--- src/hdl/crma_pkg.sv ---
// Purpose: constants and types shared by the configuration message endpoint
// Assumes: tokens arrive one byte per cycle with a control flag beside them
package crma_pkg;
   localparam logic [7:0] CT_WRITE = 8'hC0; // 192
   localparam logic [7:0] CT_READ = 8'hC1; // 193
   localparam logic [7:0] CT_END = 8'h01;
   localparam logic [7:0] CT_ACK = 8'h03;
   localparam logic [7:0] CT_NACK = 8'h04;
   localparam logic [7:0] NO_REPLY_LO = 8'hFF;
   localparam logic [15:0] TILE_DEST_LO = 16'hC20C;
   localparam logic [15:0] NODE_DEST_LO = 16'hC30C;
   localparam logic [7:0] PS_RES_TYPE = 8'h0B;
   localparam int ID_BYTES = 3;
   localparam int REG_BYTES = 2;
   localparam int DATA_BYTES = 4;
   localparam int NUM_REGS = 16;
   localparam logic [31:0] REG_RESET = 32'h0000_0000;
   typedef enum logic [3:0] {
      CRMA_IDLE, CRMA_ID, CRMA_REG, CRMA_DATA, CRMA_END, CRMA_FLUSH,
      CRMA_R_HEAD, CRMA_R_DATA, CRMA_R_END
   } crma_state_t;
   // processor-status resource id
   function automatic logic [31:0] crma_ps_resource(input logic [15:0] regnum);
      crma_ps_resource = {8'h00, regnum, PS_RES_TYPE};
   endfunction
endpackage

--- src/hdl/crma_regmem.sv ---
// Purpose: small register store for the configuration endpoint
// Assumes: one access per cycle
// Notes: read data registered
`timescale 1ns/1ps
`default_nettype none
module crma_regmem
   import crma_pkg::*;
#(
   parameter int DEPTH = NUM_REGS,
   parameter int AW = $clog2(NUM_REGS)
) (
   // clock and reset
   input wire logic clk,
   input wire logic rst,
   // access
   input wire logic we,
   input wire logic [AW-1:0] addr,
   input wire logic [31:0] wdata,
   output logic [31:0] rdata
);
   logic [31:0] mem_ff [DEPTH];
   logic [31:0] rdata_ff;
   // storage reset to a known value so reads are defined
   always_ff @(posedge clk) begin
      rdata_ff <= mem_ff[addr];
      for (int i = 0; i < DEPTH; i++) begin
         if (rst) begin
            mem_ff[i] <= REG_RESET;
         end else if (we && addr == AW'(i)) begin
            mem_ff[i] <= wdata;
         end
      end
   end
   assign rdata = rdata_ff;
endmodule // crma_regmem
`default_nettype wire

--- src/hdl/crma_endpoint.sv ---
// Purpose: decode token-framed config messages and send replies
// Assumes: byte stream with ctl flag; in_valid/out_ready handshakes
// Notes: one message in flight; new requests wait while a reply goes out
`timescale 1ns/1ps
`default_nettype none
module crma_endpoint
   import crma_pkg::*;
#(
   parameter int AW = $clog2(NUM_REGS)
) (
   // clock and reset
   input wire logic clk,
   input wire logic rst,
   // request stream
   input wire logic in_valid,
   input wire logic in_ctl,
   input wire logic [7:0] in_data,
   output logic in_ready,
   // reply stream
   output logic out_valid,
   output logic out_ctl,
   output logic [7:0] out_data,
   output logic [23:0] out_dest,
   input wire logic out_ready
);
   crma_state_t st_ff, nxt_st;
   logic [23:0] id_ff, nxt_id;
   logic [15:0] reg_ff, nxt_reg;
   logic [31:0] wd_ff, nxt_wd;
   logic [1:0] cnt_ff, nxt_cnt;
   logic wr_ff, nxt_wr;
   logic ok_ff, nxt_ok;
   logic we;
   logic [31:0] rdata;
   logic take, send;

   assign in_ready = (st_ff inside {CRMA_IDLE, CRMA_ID, CRMA_REG, CRMA_DATA,
                                    CRMA_END, CRMA_FLUSH});
   assign take = in_valid && in_ready;
   assign send = out_valid && out_ready;
   assign out_dest = id_ff;
   assign out_valid = st_ff inside {CRMA_R_HEAD, CRMA_R_DATA, CRMA_R_END};

   // registers implemented: low register numbers only
   function automatic logic reg_ok(input logic [15:0] r);
      reg_ok = (r < 16'(NUM_REGS));
   endfunction

   // a write whose reply id low byte is all ones asks for no answer, good or bad
   function automatic logic reply_off(input logic w, input logic [23:0] i);
      reply_off = w && i[7:0] == NO_REPLY_LO;
   endfunction

   assign we = take && st_ff == CRMA_END && in_ctl && in_data == CT_END && wr_ff
               && reg_ok(reg_ff);

   crma_regmem #(.DEPTH(NUM_REGS), .AW(AW)) u_mem (
      .clk(clk),
      .rst(rst),
      .we(we),
      .addr(reg_ff[AW-1:0]),
      .wdata(wd_ff),
      .rdata(rdata)
   );

   // reply byte selection, data most significant byte first
   always_comb begin
      out_ctl = 1'b1;
      out_data = CT_END;
      unique case (st_ff)
         CRMA_R_HEAD: out_data = ok_ff ? CT_ACK : CT_NACK;
         CRMA_R_DATA: begin
            out_ctl = 1'b0;
            out_data = rdata[8*(3-cnt_ff) +: 8];
         end
         default: out_data = CT_END;
      endcase
   end

   // message parser and reply sequencer
   always_comb begin
      nxt_st = st_ff;
      nxt_id = id_ff;
      nxt_reg = reg_ff;
      nxt_wd = wd_ff;
      nxt_cnt = cnt_ff;
      nxt_wr = wr_ff;
      nxt_ok = ok_ff;
      unique case (st_ff)
         CRMA_IDLE: if (take && in_ctl) begin
            // stray tokens outside a header are dropped silently
            if (in_data == CT_WRITE || in_data == CT_READ) begin
               nxt_wr = (in_data == CT_WRITE);
               nxt_cnt = '0;
               nxt_st = CRMA_ID;
            end
         end
         CRMA_ID: if (take) begin
            nxt_id = {id_ff[15:0], in_data};
            nxt_cnt = cnt_ff + 2'd1;
            if (in_ctl) begin
               nxt_id = '0;
               nxt_ok = 1'b0;
               nxt_st = CRMA_FLUSH;
            end else if (cnt_ff == 2'(ID_BYTES - 1)) begin
               nxt_cnt = '0;
               nxt_st = CRMA_REG;
            end
         end
         CRMA_REG: if (take) begin
            nxt_reg = {reg_ff[7:0], in_data};
            nxt_cnt = cnt_ff + 2'd1;
            if (in_ctl) begin
               nxt_ok = 1'b0;
               nxt_st = CRMA_FLUSH;
            end else if (cnt_ff == 2'(REG_BYTES - 1)) begin
               nxt_cnt = '0;
               nxt_st = wr_ff ? CRMA_DATA : CRMA_END;
            end
         end
         CRMA_DATA: if (take) begin
            nxt_wd = {wd_ff[23:0], in_data};
            nxt_cnt = cnt_ff + 2'd1;
            if (in_ctl) begin
               nxt_ok = 1'b0;
               nxt_st = CRMA_FLUSH;
            end else if (cnt_ff == 2'(DATA_BYTES - 1)) begin
               nxt_cnt = '0;
               nxt_st = CRMA_END;
            end
         end
         CRMA_END: if (take) begin
            nxt_ok = in_ctl && in_data == CT_END && reg_ok(reg_ff);
            nxt_cnt = '0;
            if (in_ctl && in_data == CT_END) begin
               nxt_st = reply_off(wr_ff, id_ff) ? CRMA_IDLE : CRMA_R_HEAD;
            end else if (in_ctl) begin
               // a wrong control token fails at once, still silent when suppressed
               nxt_st = reply_off(wr_ff, id_ff) ? CRMA_IDLE : CRMA_R_HEAD;
            end else begin
               nxt_st = CRMA_FLUSH;
            end
         end
         CRMA_FLUSH: if (take && in_ctl && in_data == CT_END) begin
            // malformed message: consume to its end token, then fail
            nxt_st = reply_off(wr_ff, id_ff) ? CRMA_IDLE : CRMA_R_HEAD;
         end
         CRMA_R_HEAD: if (send) begin
            nxt_st = (ok_ff && !wr_ff) ? CRMA_R_DATA : CRMA_R_END;
         end
         CRMA_R_DATA: if (send) begin
            nxt_cnt = cnt_ff + 2'd1;
            if (cnt_ff == 2'(DATA_BYTES - 1)) begin
               nxt_st = CRMA_R_END;
            end
         end
         CRMA_R_END: if (send) begin
            nxt_st = CRMA_IDLE;
         end
         default: nxt_st = CRMA_IDLE;
      endcase
   end

   always_ff @(posedge clk) begin
      if (rst) begin
         st_ff <= CRMA_IDLE;
         id_ff <= '0;
         reg_ff <= '0;
         wd_ff <= '0;
         cnt_ff <= '0;
         wr_ff <= 1'b0;
         ok_ff <= 1'b0;
      end else begin
         st_ff <= nxt_st;
         id_ff <= nxt_id;
         reg_ff <= nxt_reg;
         wd_ff <= nxt_wd;
         cnt_ff <= nxt_cnt;
         wr_ff <= nxt_wr;
         ok_ff <= nxt_ok;
      end
   end

   // checks
   reply_head_a: assert property (@(posedge clk) disable iff (rst)
      st_ff == CRMA_R_HEAD |-> out_ctl && (out_data == CT_ACK || out_data == CT_NACK))
      else $error("bad reply head");
   reply_tail_a: assert property (@(posedge clk) disable iff (rst)
      st_ff == CRMA_R_END |-> out_ctl && out_data == CT_END)
      else $error("bad reply tail");
   no_reply_a: assert property (@(posedge clk) disable iff (rst)
      (st_ff == CRMA_END && take && in_ctl && in_data == CT_END && wr_ff
       && id_ff[7:0] == NO_REPLY_LO) |=> st_ff == CRMA_IDLE && !out_valid)
      else $error("suppressed reply was sent");
   fail_reg_a: assert property (@(posedge clk) disable iff (rst)
      st_ff == CRMA_R_HEAD && !reg_ok(reg_ff) |-> out_data == CT_NACK)
      else $error("unknown register acked");
   read_len_a: assert property (@(posedge clk) disable iff (rst)
      (st_ff == CRMA_R_HEAD && send && ok_ff && !wr_ff) |=> st_ff == CRMA_R_DATA)
      else $error("read data missing");
   msb_first_a: assert property (@(posedge clk) disable iff (rst)
      (st_ff == CRMA_R_DATA && cnt_ff == 2'd0)
      |-> out_data == u_mem.mem_ff[reg_ff[AW-1:0]][31:24])
      else $error("data not msb first");
   write_go_a: assert property (@(posedge clk) disable iff (rst)
      take && st_ff == CRMA_IDLE && in_ctl && in_data == CT_WRITE |=> st_ff == CRMA_ID && wr_ff)
      else $error("write header missed");
   read_go_a: assert property (@(posedge clk) disable iff (rst)
      take && st_ff == CRMA_IDLE && in_ctl && in_data == CT_READ |=> st_ff == CRMA_ID && !wr_ff)
      else $error("read header missed");
   dest_a: assert property (@(posedge clk) disable iff (rst)
      out_valid |=> !out_valid || $stable(out_dest))
      else $error("reply destination wrong");
   ack_ok_a: assert property (@(posedge clk) disable iff (rst)
      st_ff == CRMA_R_HEAD && ok_ff |-> out_ctl && out_data == CT_ACK)
      else $error("good access not acked");
   hold_byte_a: assert property (@(posedge clk) disable iff (rst)
      out_valid && !out_ready |=> out_valid && $stable(out_data) && $stable(out_ctl))
      else $error("reply byte changed while stalled");
   store_write_a: assert property (@(posedge clk) disable iff (rst)
      we |=> u_mem.mem_ff[reg_ff[AW-1:0]] == wd_ff)
      else $error("write data not stored");
   end_data_a: assert property (@(posedge clk) disable iff (rst)
      take && st_ff == CRMA_END && !in_ctl |=> st_ff == CRMA_FLUSH && !ok_ff)
      else $error("data byte in end slot not failed");
   fail_quiet_a: assert property (@(posedge clk) disable iff (rst)
      take && st_ff == CRMA_END && in_ctl && reply_off(wr_ff, id_ff) |=> st_ff == CRMA_IDLE)
      else $error("suppressed write replied");
endmodule // crma_endpoint
`default_nettype wire

--- config.mk ---
export PLATFORM = sky130hd
export DESIGN_NAME = crma_endpoint
export DESIGN_NICKNAME = d
export VERILOG_FILES = /design/src/hdl/crma_pkg.sv /design/src/hdl/crma_regmem.sv /design/src/hdl/crma_endpoint.sv
export SDC_FILE = /design/constraint.sdc
export NUM_CORES = 1
export LEC_CHECK = 0
export BUFFER_PORTS_ARGS = -buffer_cell sky130_fd_sc_hd__buf_2
export CAP_MARGIN = 30
export CORE_AREA = 2 2 215 217
export CTS_BUF_LIST = sky130_fd_sc_hd__clkbuf_16
export DETAILED_ROUTE_END_ITERATION = 8
export DIE_AREA = 0 0 217 219
export PLACE_DENSITY = 0.75
export SLEW_MARGIN = 40
export SYNTH_ARGS = -nofsm -noshare
export SYNTH_HDL_FRONTEND = slang
export SYNTH_SLANG_ARGS = --single-unit
export TNS_END_PERCENT = 5
--- constraint.sdc ---
create_clock -name clk -period 4 [get_ports clk]
set_clock_uncertainty 0.15 [all_clocks]
set_input_delay 0 -clock clk [delete_from_list [all_inputs] [get_ports clk]]
set_output_delay 0 -clock clk [all_outputs]
set_load 0.005 [all_outputs]
== After elaboration in Yosys (flattened, before gate mapping) ==
Memory sizes are Yosys's and may differ from the RTL's. A register that Yosys moved wholly into a read port is not among the register bits.
Cells that the tools add are included.
Storage, ports and cells
  flip-flop bits (word level): 80
  bits in writable memories: 512
  input port bits: 13
  output and inout bits: 35
  memories kept: 1
Memory list
  u_mem.mem_ff: words 16, bits a word 32, read ports 1, clocked after Yosys merged registers in 1, write ports 16, line crma_regmem.sv:21  | logic [31:0] mem_ff [DEPTH];
Operators by class
  add/sub/neg operators: 2
  order comparisons: 1
  eq/ne operators: 46
  shifts and indexed selects: 1
  mux-type cells: 111
  bitwise gates (word level): 16
  reduce and logical (&&, ||, !) cells: 45
Operators with widths (count)
  $mux 32: 16
  $mux 4: 18
  $mux 1: 54
  $eq 4x4->1 const B: 9
  $pmux 4 s9: 1
  $shiftx 32x33->8: 1
  $eq 4x3->1 const B: 8
  $logic_and 1x1->1: 29
  $mux 2: 13
  $eq 8x8->1 const B: 3
  $mux 24: 1
  $eq 4x2->1 const B: 4
  $lt 16x5->1 const B: 1
  $or 1x1->1: 16
  $pmux 8 s2: 1
  $mux 3: 5
  $ne 2x2->1 const B: 7
  $reduce_and 14->1: 1
  $ne 2x1->1 const B: 6
  $pmux 2 s6: 1
  $reduce_bool 6->1: 2
  $ne 3x2->1 const B: 3
  $eq 4x1->1 const B: 2
  $eq 8x1->1 const B: 1
  other kinds (15): 19

== Logic depth before layout (Yosys ltp) ==
Gate-level depths: netlist of the first run.
  depth after elaboration: 13
  depth in mapped cells: 10

== Modules after synthesis ==
From an unflattened synthesis of the first run, not the netlist that was laid out.
Second synthesis, totals
  cell total of the unflattened synthesis: 1910
  area total of the unflattened synthesis: 27360.0 sq um
By module, submodules not included
  crma_regmem: instances 1, cells an instance 1458, area an instance 23597.6 sq um, seq. area each 16015.4 sq um
  crma_endpoint: instances 1, cells an instance 452, area an instance 3762.4 sq um, seq. area each 1601.5 sq um

== Least setup slack after synthesis of the first run ==
Ideal clock, no wire load.
  path type: register -> register
  start point: register st_ff[3]
  end point: memory u_mem.mem_ff[9][0] (enable)
  library setup time: 394 ps
  data arrival time: 2255 ps
  path slack: 1201 ps
  stages on the path, launching flop included: 9
  buffers on the path: 2
  clock period less this slack: 2799 ps
  cells stage by stage: dfxtp_1 > nor2_2 > nand4_1 > nor3_1 > and3_1 > buf_4 > buf_8 > nand3_4 > nand2b_1
RTL lines
  start: declaration: line crma_endpoint.sv:26  | crma_state_t st_ff, nxt_st;
  start signal: assignment: line crma_endpoint.sv:174  | st_ff <= nxt_st;
  end: declaration: line crma_regmem.sv:21

==> reports/metrics.cfg, run 1 <==
[placement]
port_buffers = 47
detailed_place_hpwl_um = 38680
gp_congestion = 0.8802
post_dp_cell_area_um2 = 27290

[timing]
setup_tns_ns = 0
fin_crit_ns = 3.249
rsz0062_at_grt = no
slew_violations = 0
tightest_slew_ns = 0.8823
max_freq_ghz = 0.3078
hold_viol = 0
max-slew-margin-rel = 0.4118
period_share = 0.8121
setup_viol = 0

[floorplanning]
start_util = 0.5871
io_pins = 48
rows = 78
die_w_um = 217
coreArea_um2 = 45090
die_height_um = 219
dieArea_um2 = 47520

[cts]
cts-buffers-inserted = 61
cts-root-buf = clkbuf_16
insertion_delay_ns = 0.63
h-tree-depth = 2
cts_tree = done
cts_resized = 0
clk_pin_slew_ns = 0.06
numClockSinks = 624
clockBufferDepth = 3

[detailed_routing]
drtIter0Drc = 2258
drt_first_pass_iters = 6
via_per_inst = 6.309
wire_per_inst_um = 25.69
drc = 0
vias = 15990
routed_wirelength_um = 65090
ant_nets = 0

[power_and_ir_drop]
power.leakage_nw = 9.398
comb_power_share = 0.072
ir_drop_uv = 393.8
power.switching_w = 0.003213
clock_power_share = 0.412
power_switching_share = 0.2240
p_seq_frac = 0.516
p_int_w = 0.01113
total_power_w = 0.01434
powerDensity_nw_per_um2 = 486.0

[global_route]
grt_pass1_wl_um = 98150
grt_pass1_vias = 15720
grt_start_max_net_pins = 98
grt_remaining_overflow = 0
antenna_found_initial = 0
grtUsageTotal = 0.2807

[final_layout]
stdcell_area_um2 = 29510
synthToLayoutAreaGrowth_pct = 11.49
layout.nets = 1900
drive_gt1_frac = 0.2058
final_cell_mix = nor2_1 (541), edfxtp_1 (512), mux4_2 (168), dfxtp_1 (108), nand2_1 (105)
antenna_cells = 0
final_common_cell = nor2_1
fillers = 3154

[worst_setup_path]
path_buf_inv = 2
worst-path-max-fanout = 17
critPathKind = reg2reg
required_ns = 4.17
cp-startpoint = st_ff[3]$_SDFFE_PP0P_
max_stage_delay_ns = 0.46
crit_arrival_ns = 3.41
start_kind = flip-flop
cp_slowest_cell = nand2b_2
crit_top_cell = nand4_1
crit_chain = nor2_2, nand4_1, nor3_1, and3_1, buf_4, nand4_1, nand2b_2, buf_12
r2r_start = st_ff[3]$_SDFFE_PP0P_
cp_top_family = simple AND/OR/NAND/NOR gates
cp-end-kind = flip-flop

[logic_synthesis]
ys_seq_area_frac = 0.6655
synth_top_cell_area_share = 0.5808
synth_top_cell_by_area = edfxtp_1
synth_cells = 1899
ys_seq_elements = 624
yosysWarningCount = 0
syn-cell-area_um2 = 26470
synth_area_leaders = edfxtp_1 (58%), mux4_2 (14%), dfxtp_1 (8.5%), nor2_1 (7.7%), nand2_1 (1.5%)
syn_area_per_cell_um2 = 13.94
synthesis.nets = 1916
synthDistinctLibCells = 46

[run]
drv_cap = 0

[run_status]
outcome = complete, no violations

[min_path]
holdCritStartpoint = in_data[3]
hold_class = in2reg

## Yosys cell counts, drive strengths merged
cell / count
nor2: 543
edfxtp: 512
mux4: 168
dfxtp: 112
nand2: 106
clkbuf: 99
buf: 92
a21oi: 68
nand2b: 52
nand3: 25
nand3b: 23
mux2i: 18
inv: 9
nand4: 9
nor2b: 8
and3: 7
a211oi: 6
nor3: 6
o21ai: 5
ha: 4
nor4: 4
o22ai: 3
o31ai: 2
o32ai: 2
a311oi: 1
a31oi: 1
a32oi: 1
and4: 1
and4bb: 1
mux2: 1
nand4bb: 1
nor3b: 1
nor4b: 1
o211ai: 1
o22a: 1
o311ai: 1
o41ai: 1
or2: 1
or3: 1
or4: 1
## flip-flops by register name (all words and copies together), names as in the netlist
register,count
u_mem.mem_ff,512
wd_ff,32
u_mem.rdata,32
cnt_ff,2
out_dest,24
ok_ff,1
reg_ff,16
st_ff,4
wr_ff,1
## stage by stage
step | hold slack, ns | cells | util | setup slack [ns]
floorplan | -0.01403 | 1899 | - | 1.201
global placement | 0.1515 | 2405 | 0.6051 | 0.8706
global route | 0.08404 | 2534 | 0.6545 | 0.5241
finish | 0.08233 | 2534 | 0.6545 | 0.7515
CTS | 0.05841 | 2534 | 0.6544 | 0.6823
detailed placement | 0.1584 | 2405 | 0.6053 | 0.8554
## path summary, 6_finish.rpt
check | cells after the start | end | slack (ns)
worst min register to register | 2 | out_dest[21]$_SDFFE_PP0P_ | 0.30
worst min-delay path | 4 | wd_ff[3]$_SDFFE_PP0P_ | 0.08
worst max-delay path | 8 | u_mem.mem_ff[12][1]$_SDFFCE_PN0P_ | 0.75
worst max register to register | 8 | u_mem.mem_ff[12][1]$_SDFFCE_PN0P_ | 0.75
## cell families after synthesis
| group | after synthesis | synth area share |
|---|---|---|
| compound gates | 93 | 0.01990 |
| flops | 624 | 0.6655 |
| mux | 187 | 0.1502 |
| fa+ha+maj | 4 | 0.001891 |
| buf+inv | 200 | 0.03157 |
| simple gates | 791 | 0.1309 |
## power groups by stage
stage               registers, W  clock network [W]  logic [W]
floorplan                0.00745                  0   0.000706
detailed placement       0.00753                  0    0.00100
CTS                      0.00740            0.00596    0.00102
finish                   0.00740            0.00591    0.00103
global route             0.00743            0.00620    0.00109
global placement         0.00751                  0   0.000979
## worst reg2reg max path, cell delays in order (launching register included)
cell and delay, ns:
dfxtp_1 0.45, nor2_2 0.34, nand4_1 0.15, nor3_1 0.26
and3_1 0.29, buf_4 0.36, nand4_1 0.22, nand2b_2 0.46
buf_12 0.24
## layout make-up
type                            count  area (µm²)  area share
Clock buffer                       62        1551     0.05257
Clock inverter                     52       513.0     0.01738
Sequential cell                   624       17630      0.5974
Multi-Input combinational cell   1075        8069      0.2734
Timing Repair Buffer              112       963.4     0.03265
Inverter                            9       33.78    0.001145
Tap cell                          600       750.7     0.02544
## layer usage
metal | share of wire | track usage
met1 | 0.38 | 0.3837
met2 | 0.49 | 0.4591
met3 | 0.094 | 0.05793
met4 | 0.028 | 0.08790
met5 | 0 | 0
## timing repair
item / CTS / global route
buffers inserted: 0 / 0
endpoints found under the hold margin: 68 / 0
endpoints found under the setup margin: 0 / 0
hold buffers: 15 / 0
Note: power is estimated with default switching activity, not from simulation.
==> inputs of run 2 (changes only) <==
--- a/config.mk
+++ b/config.mk
@@ -5,13 +5,14 @@
 export SDC_FILE = /design/constraint.sdc
 export NUM_CORES = 1
 export LEC_CHECK = 0
+export ABC_AREA = 1
 export BUFFER_PORTS_ARGS = -buffer_cell sky130_fd_sc_hd__buf_2
 export CAP_MARGIN = 30
-export CORE_AREA = 2 2 215 217
+export CORE_AREA = 2 2 219 221
 export CTS_BUF_LIST = sky130_fd_sc_hd__clkbuf_16
 export DETAILED_ROUTE_END_ITERATION = 8
-export DIE_AREA = 0 0 217 219
-export PLACE_DENSITY = 0.75
+export DIE_AREA = 0 0 221 223
+export PLACE_DENSITY = 0.74
 export SLEW_MARGIN = 40
 export SYNTH_ARGS = -nofsm -noshare
 export SYNTH_HDL_FRONTEND = slang
==> constraint.sdc (replaced) <==
create_clock -name clk -period 2.8 [get_ports clk]
set_clock_uncertainty 0.15 [all_clocks]
set_input_delay 0 -clock clk [delete_from_list [all_inputs] [get_ports clk]]
set_output_delay 0 -clock clk [all_outputs]
set_load 0.005 [all_outputs]
==> run 2 against run 1 <==
Effect of this change:
- count of clock-buffer cells in the layout shrank 2
- first-iteration DRC count rose by 20%
- core utilization decreased by 3.1 points
- sequential share of layout area up 0.23 points
- via count is 18% higher
- final area shrank 0.45%
- synthesized cell count is 26% higher
- critical path type is now reg2out
- largest power group unchanged
- area after synthesis is 2.2% lower
- hold slack improved by 0.056 ns
- critical endpoint is now out_data[2]
==> reports/metrics.cfg, run 2 <==
[logic_synthesis]
synth_edf_count = 512  ; unchanged
async_reset_ff_frac = 0  ; unchanged
synth_top_cell_by_area = edfxtp_1
synth_top_cell_area_share = 0.5938  ; +0.01297
synth_cells = 2388  ; +26%
syn-cell-area_um2 = 25890  ; -2.2%
synthesis.nets = 2405  ; +26%
synthFlopType = edfxtp_1
synthTopCellsByCount = nor2_1 (565), edfxtp_1 (512), nand2_1 (389), a22oi_1 (256), clkbuf_1 (155)
ys_seq_elements = 624  ; unchanged
syn_area_per_cell_um2 = 10.84  ; -22%
synthDistinctLibCells = 34  ; -26%
yosysWarningCount = 0  ; unchanged
yosysMostFrequentCell = nor2_1
synth_area_leaders = edfxtp_1 (59%), dfxtp_1 (8.7%), nor2_1 (8.2%), a22oi_1 (7.4%), nand2_1 (5.6%)
ys_seq_area_frac = 0.6804  ; +0.01486

[timing]
setup_tns_ns = 0  ; unchanged
setup_viol = 0  ; unchanged
slew_violations = 0  ; unchanged
worst_slack_ns = 0.1072  ; -0.6442 ns
max-slew-margin-rel = 0.4428  ; +0.03095
max_freq_ghz = 0.3714
period_share = 0.9617
tightest_slew_ns = 0.8307  ; -0.05155 ns
fin_crit_ns = 2.693
hold_viol = 0  ; unchanged
rsz0062_at_grt = yes

[global_route]
grt_pass1_wl_um = 107300  ; +9.3%
grtUsageTotal = 0.2847  ; +0.003969
grt_remaining_overflow = 0  ; unchanged
antenna_found_initial = 1  ; +1
grt_pass1_vias = 18420  ; +17%
grt_start_max_net_pins = 133  ; +36%

[worst_setup_path]
start_kind = flip-flop
cp-end-kind = primary output
required_ns = 2.65  ; -1.52 ns
worst-path-max-fanout = 11  ; -6
crit_arrival_ns = 2.54  ; -0.87 ns
critPathKind = reg2out

[final_layout]
layout.nets = 2447  ; +29%
synthToLayoutAreaGrowth_pct = 13.46
stdcell_area_um2 = 29380  ; -0.45%
final_common_cell = nor2_1
final_cell_mix = nor2_1 (561), edfxtp_1 (512), nand2_1 (381), a22oi_1 (256), dfxtp_1 (111)
drive_gt1_frac = 0.1154  ; -0.09038
fillers = 3507  ; +11%
top_register = u_mem.mem_ff
antenna_cells = 0  ; unchanged
largest_register_ffs = 512  ; unchanged

[placement]
gp_congestion = 0.9377  ; +6.5%
detailed_place_hpwl_um = 44290  ; +14%
port_buffers = 47  ; unchanged
pre_cts_slack_ns = 0.1534  ; -0.7020 ns
post_dp_cell_area_um2 = 27370  ; +0.28%

[run]
drv_cap = 0  ; unchanged

[min_path]
hold_class = in2reg

[floorplanning]
dieArea_um2 = 49280  ; +3.7%
rows = 80  ; +2.6%
die_height_um = 223  ; +1.8%
die_w_um = 221  ; +1.8%
io_pins = 48  ; unchanged
start_util = 0.5492  ; -0.03788
coreArea_um2 = 47150  ; +4.6%

[power_and_ir_drop]
power.leakage_nw = 10.34  ; +10%
power.switching_w = 0.005688  ; +77%
power_switching_share = 0.2697  ; +0.04565
ir_drop_uv = 578.3  ; +47%
comb_power_share = 0.139  ; +0.067
clock_power_share = 0.354  ; -0.058
p_int_w = 0.01541  ; +38%
powerDensity_nw_per_um2 = 718.0  ; +48%
p_seq_frac = 0.507  ; -0.009

[cts]
cts-root-buf = clkbuf_16
clockBufferDepth = 3  ; unchanged
insertion_delay_ns = 0.64  ; about the same
cts_tree = done
cts-buffers-inserted = 59  ; -3.3%
clk_pin_slew_ns = 0.06  ; about the same
h-tree-depth = 2  ; unchanged
numClockSinks = 624  ; unchanged

[detailed_routing]
vias = 18940  ; +18%
drtIter0Drc = 2710  ; +20%
routed_wirelength_um = 71000  ; +9.1%
via_per_inst = 6.123  ; -2.9%
drc = 0  ; unchanged
drt_first_pass_iters = 7  ; +1
wire_per_inst_um = 22.95  ; -11%
ant_nets = 0  ; unchanged

[run_status]
outcome = complete, no violations

[run 2: worst max-delay path, stage by stage, from the launching register on]
cell and delay, ns:
dfxtp_1 0.47, nand2_1 0.16, nor2_1 0.19, inv_1 0.35, a221o_1 0.46, o21ai_0 0.13
buf_2 0.15
[run 2: power by group through the flow]
stage	combinational (W)	clock (W)	sequential (W)
2_1_floorplan	0.00189	0	0.0108
3_3_place_gp	0.00281	0	0.0109
3_5_place_dp	0.00285	0	0.0109
4_1_cts	0.00289	0.00748	0.0107
5_1_grt	0.00321	0.00785	0.0107
6_report	0.00294	0.00746	0.0107
[run 2: cells by family after synthesis]
logic type / synth area share
AOI/OAI and AO/OA: 0.1086
adders and majority gates: 0.001933
buffers and inverters: 0.04083
DFF: 0.6804
and+or+nand+nor: 0.1682
[run 2: routing by layer]
layer | share of wire | wire length [µm] | up-vias | track usage
met4 | 0.034 | 2380 | 2 | 0.1028
met1 | 0.38 | 26820 | 9204 | 0.3716
met2 | 0.48 | 34030 | 1114 | 0.4630
met3 | 0.11 | 7751 | 167 | 0.07402
li1 | - | - | 8452 | -
met5 | 0.00015 | 11 | - | 0
[run 2: what timing repair did]
action | CTS | global route
hold buffers | 21 | 0
endpoints found under the hold margin | 59 | 0
resized for setup | 0 | 4
endpoints found under the setup margin | 0 | 236
setup buffers | 0 | 0
[run 2: through the flow]
stage	util	total power (W)	std cells	hold slack (ns)
floorplan	-	0.01269	2388	-0.006269
global placement	0.5805	0.01368	2963	0.1573
detailed placement	0.5805	0.01374	2963	0.1691
CTS	0.6230	0.02106	3093	0.09532
global route	0.6231	0.02180	3093	0.1355
finish	0.6231	0.02109	3093	0.1384
[run 2: cell type report]
type / count / area (µm²) / share of cell area
flip-flops and latches: 624 / 17620 / 0.5997
multi-input cells: 1497 / 7428 / 0.2529
clock buffers: 60 / 1501 / 0.05111
repair buffers: 163 / 1446 / 0.04923
well taps: 615 / 769.5 / 0.02619
inverters: 85 / 326.6 / 0.01112
clock inverters: 49 / 287.8 / 0.009796
[run 2: path summary, 6_finish.rpt]
check,from,to,slack (ns),cells past startpoint
max reg2reg,st_ff[1]$_SDFFE_PP0P_,u_mem.mem_ff[3][30]$_SDFFCE_PN0P_,0.11,10
min,in_data[4],reg_ff[4]$_SDFFE_PP0P_,0.14,4
max,st_ff[1]$_SDFFE_PP0P_,out_data[2],0.11,6
min reg2reg,reg_ff[15]$_SDFFE_PP0P_,reg_ff[15]$_SDFFE_PP0P_,0.31,2
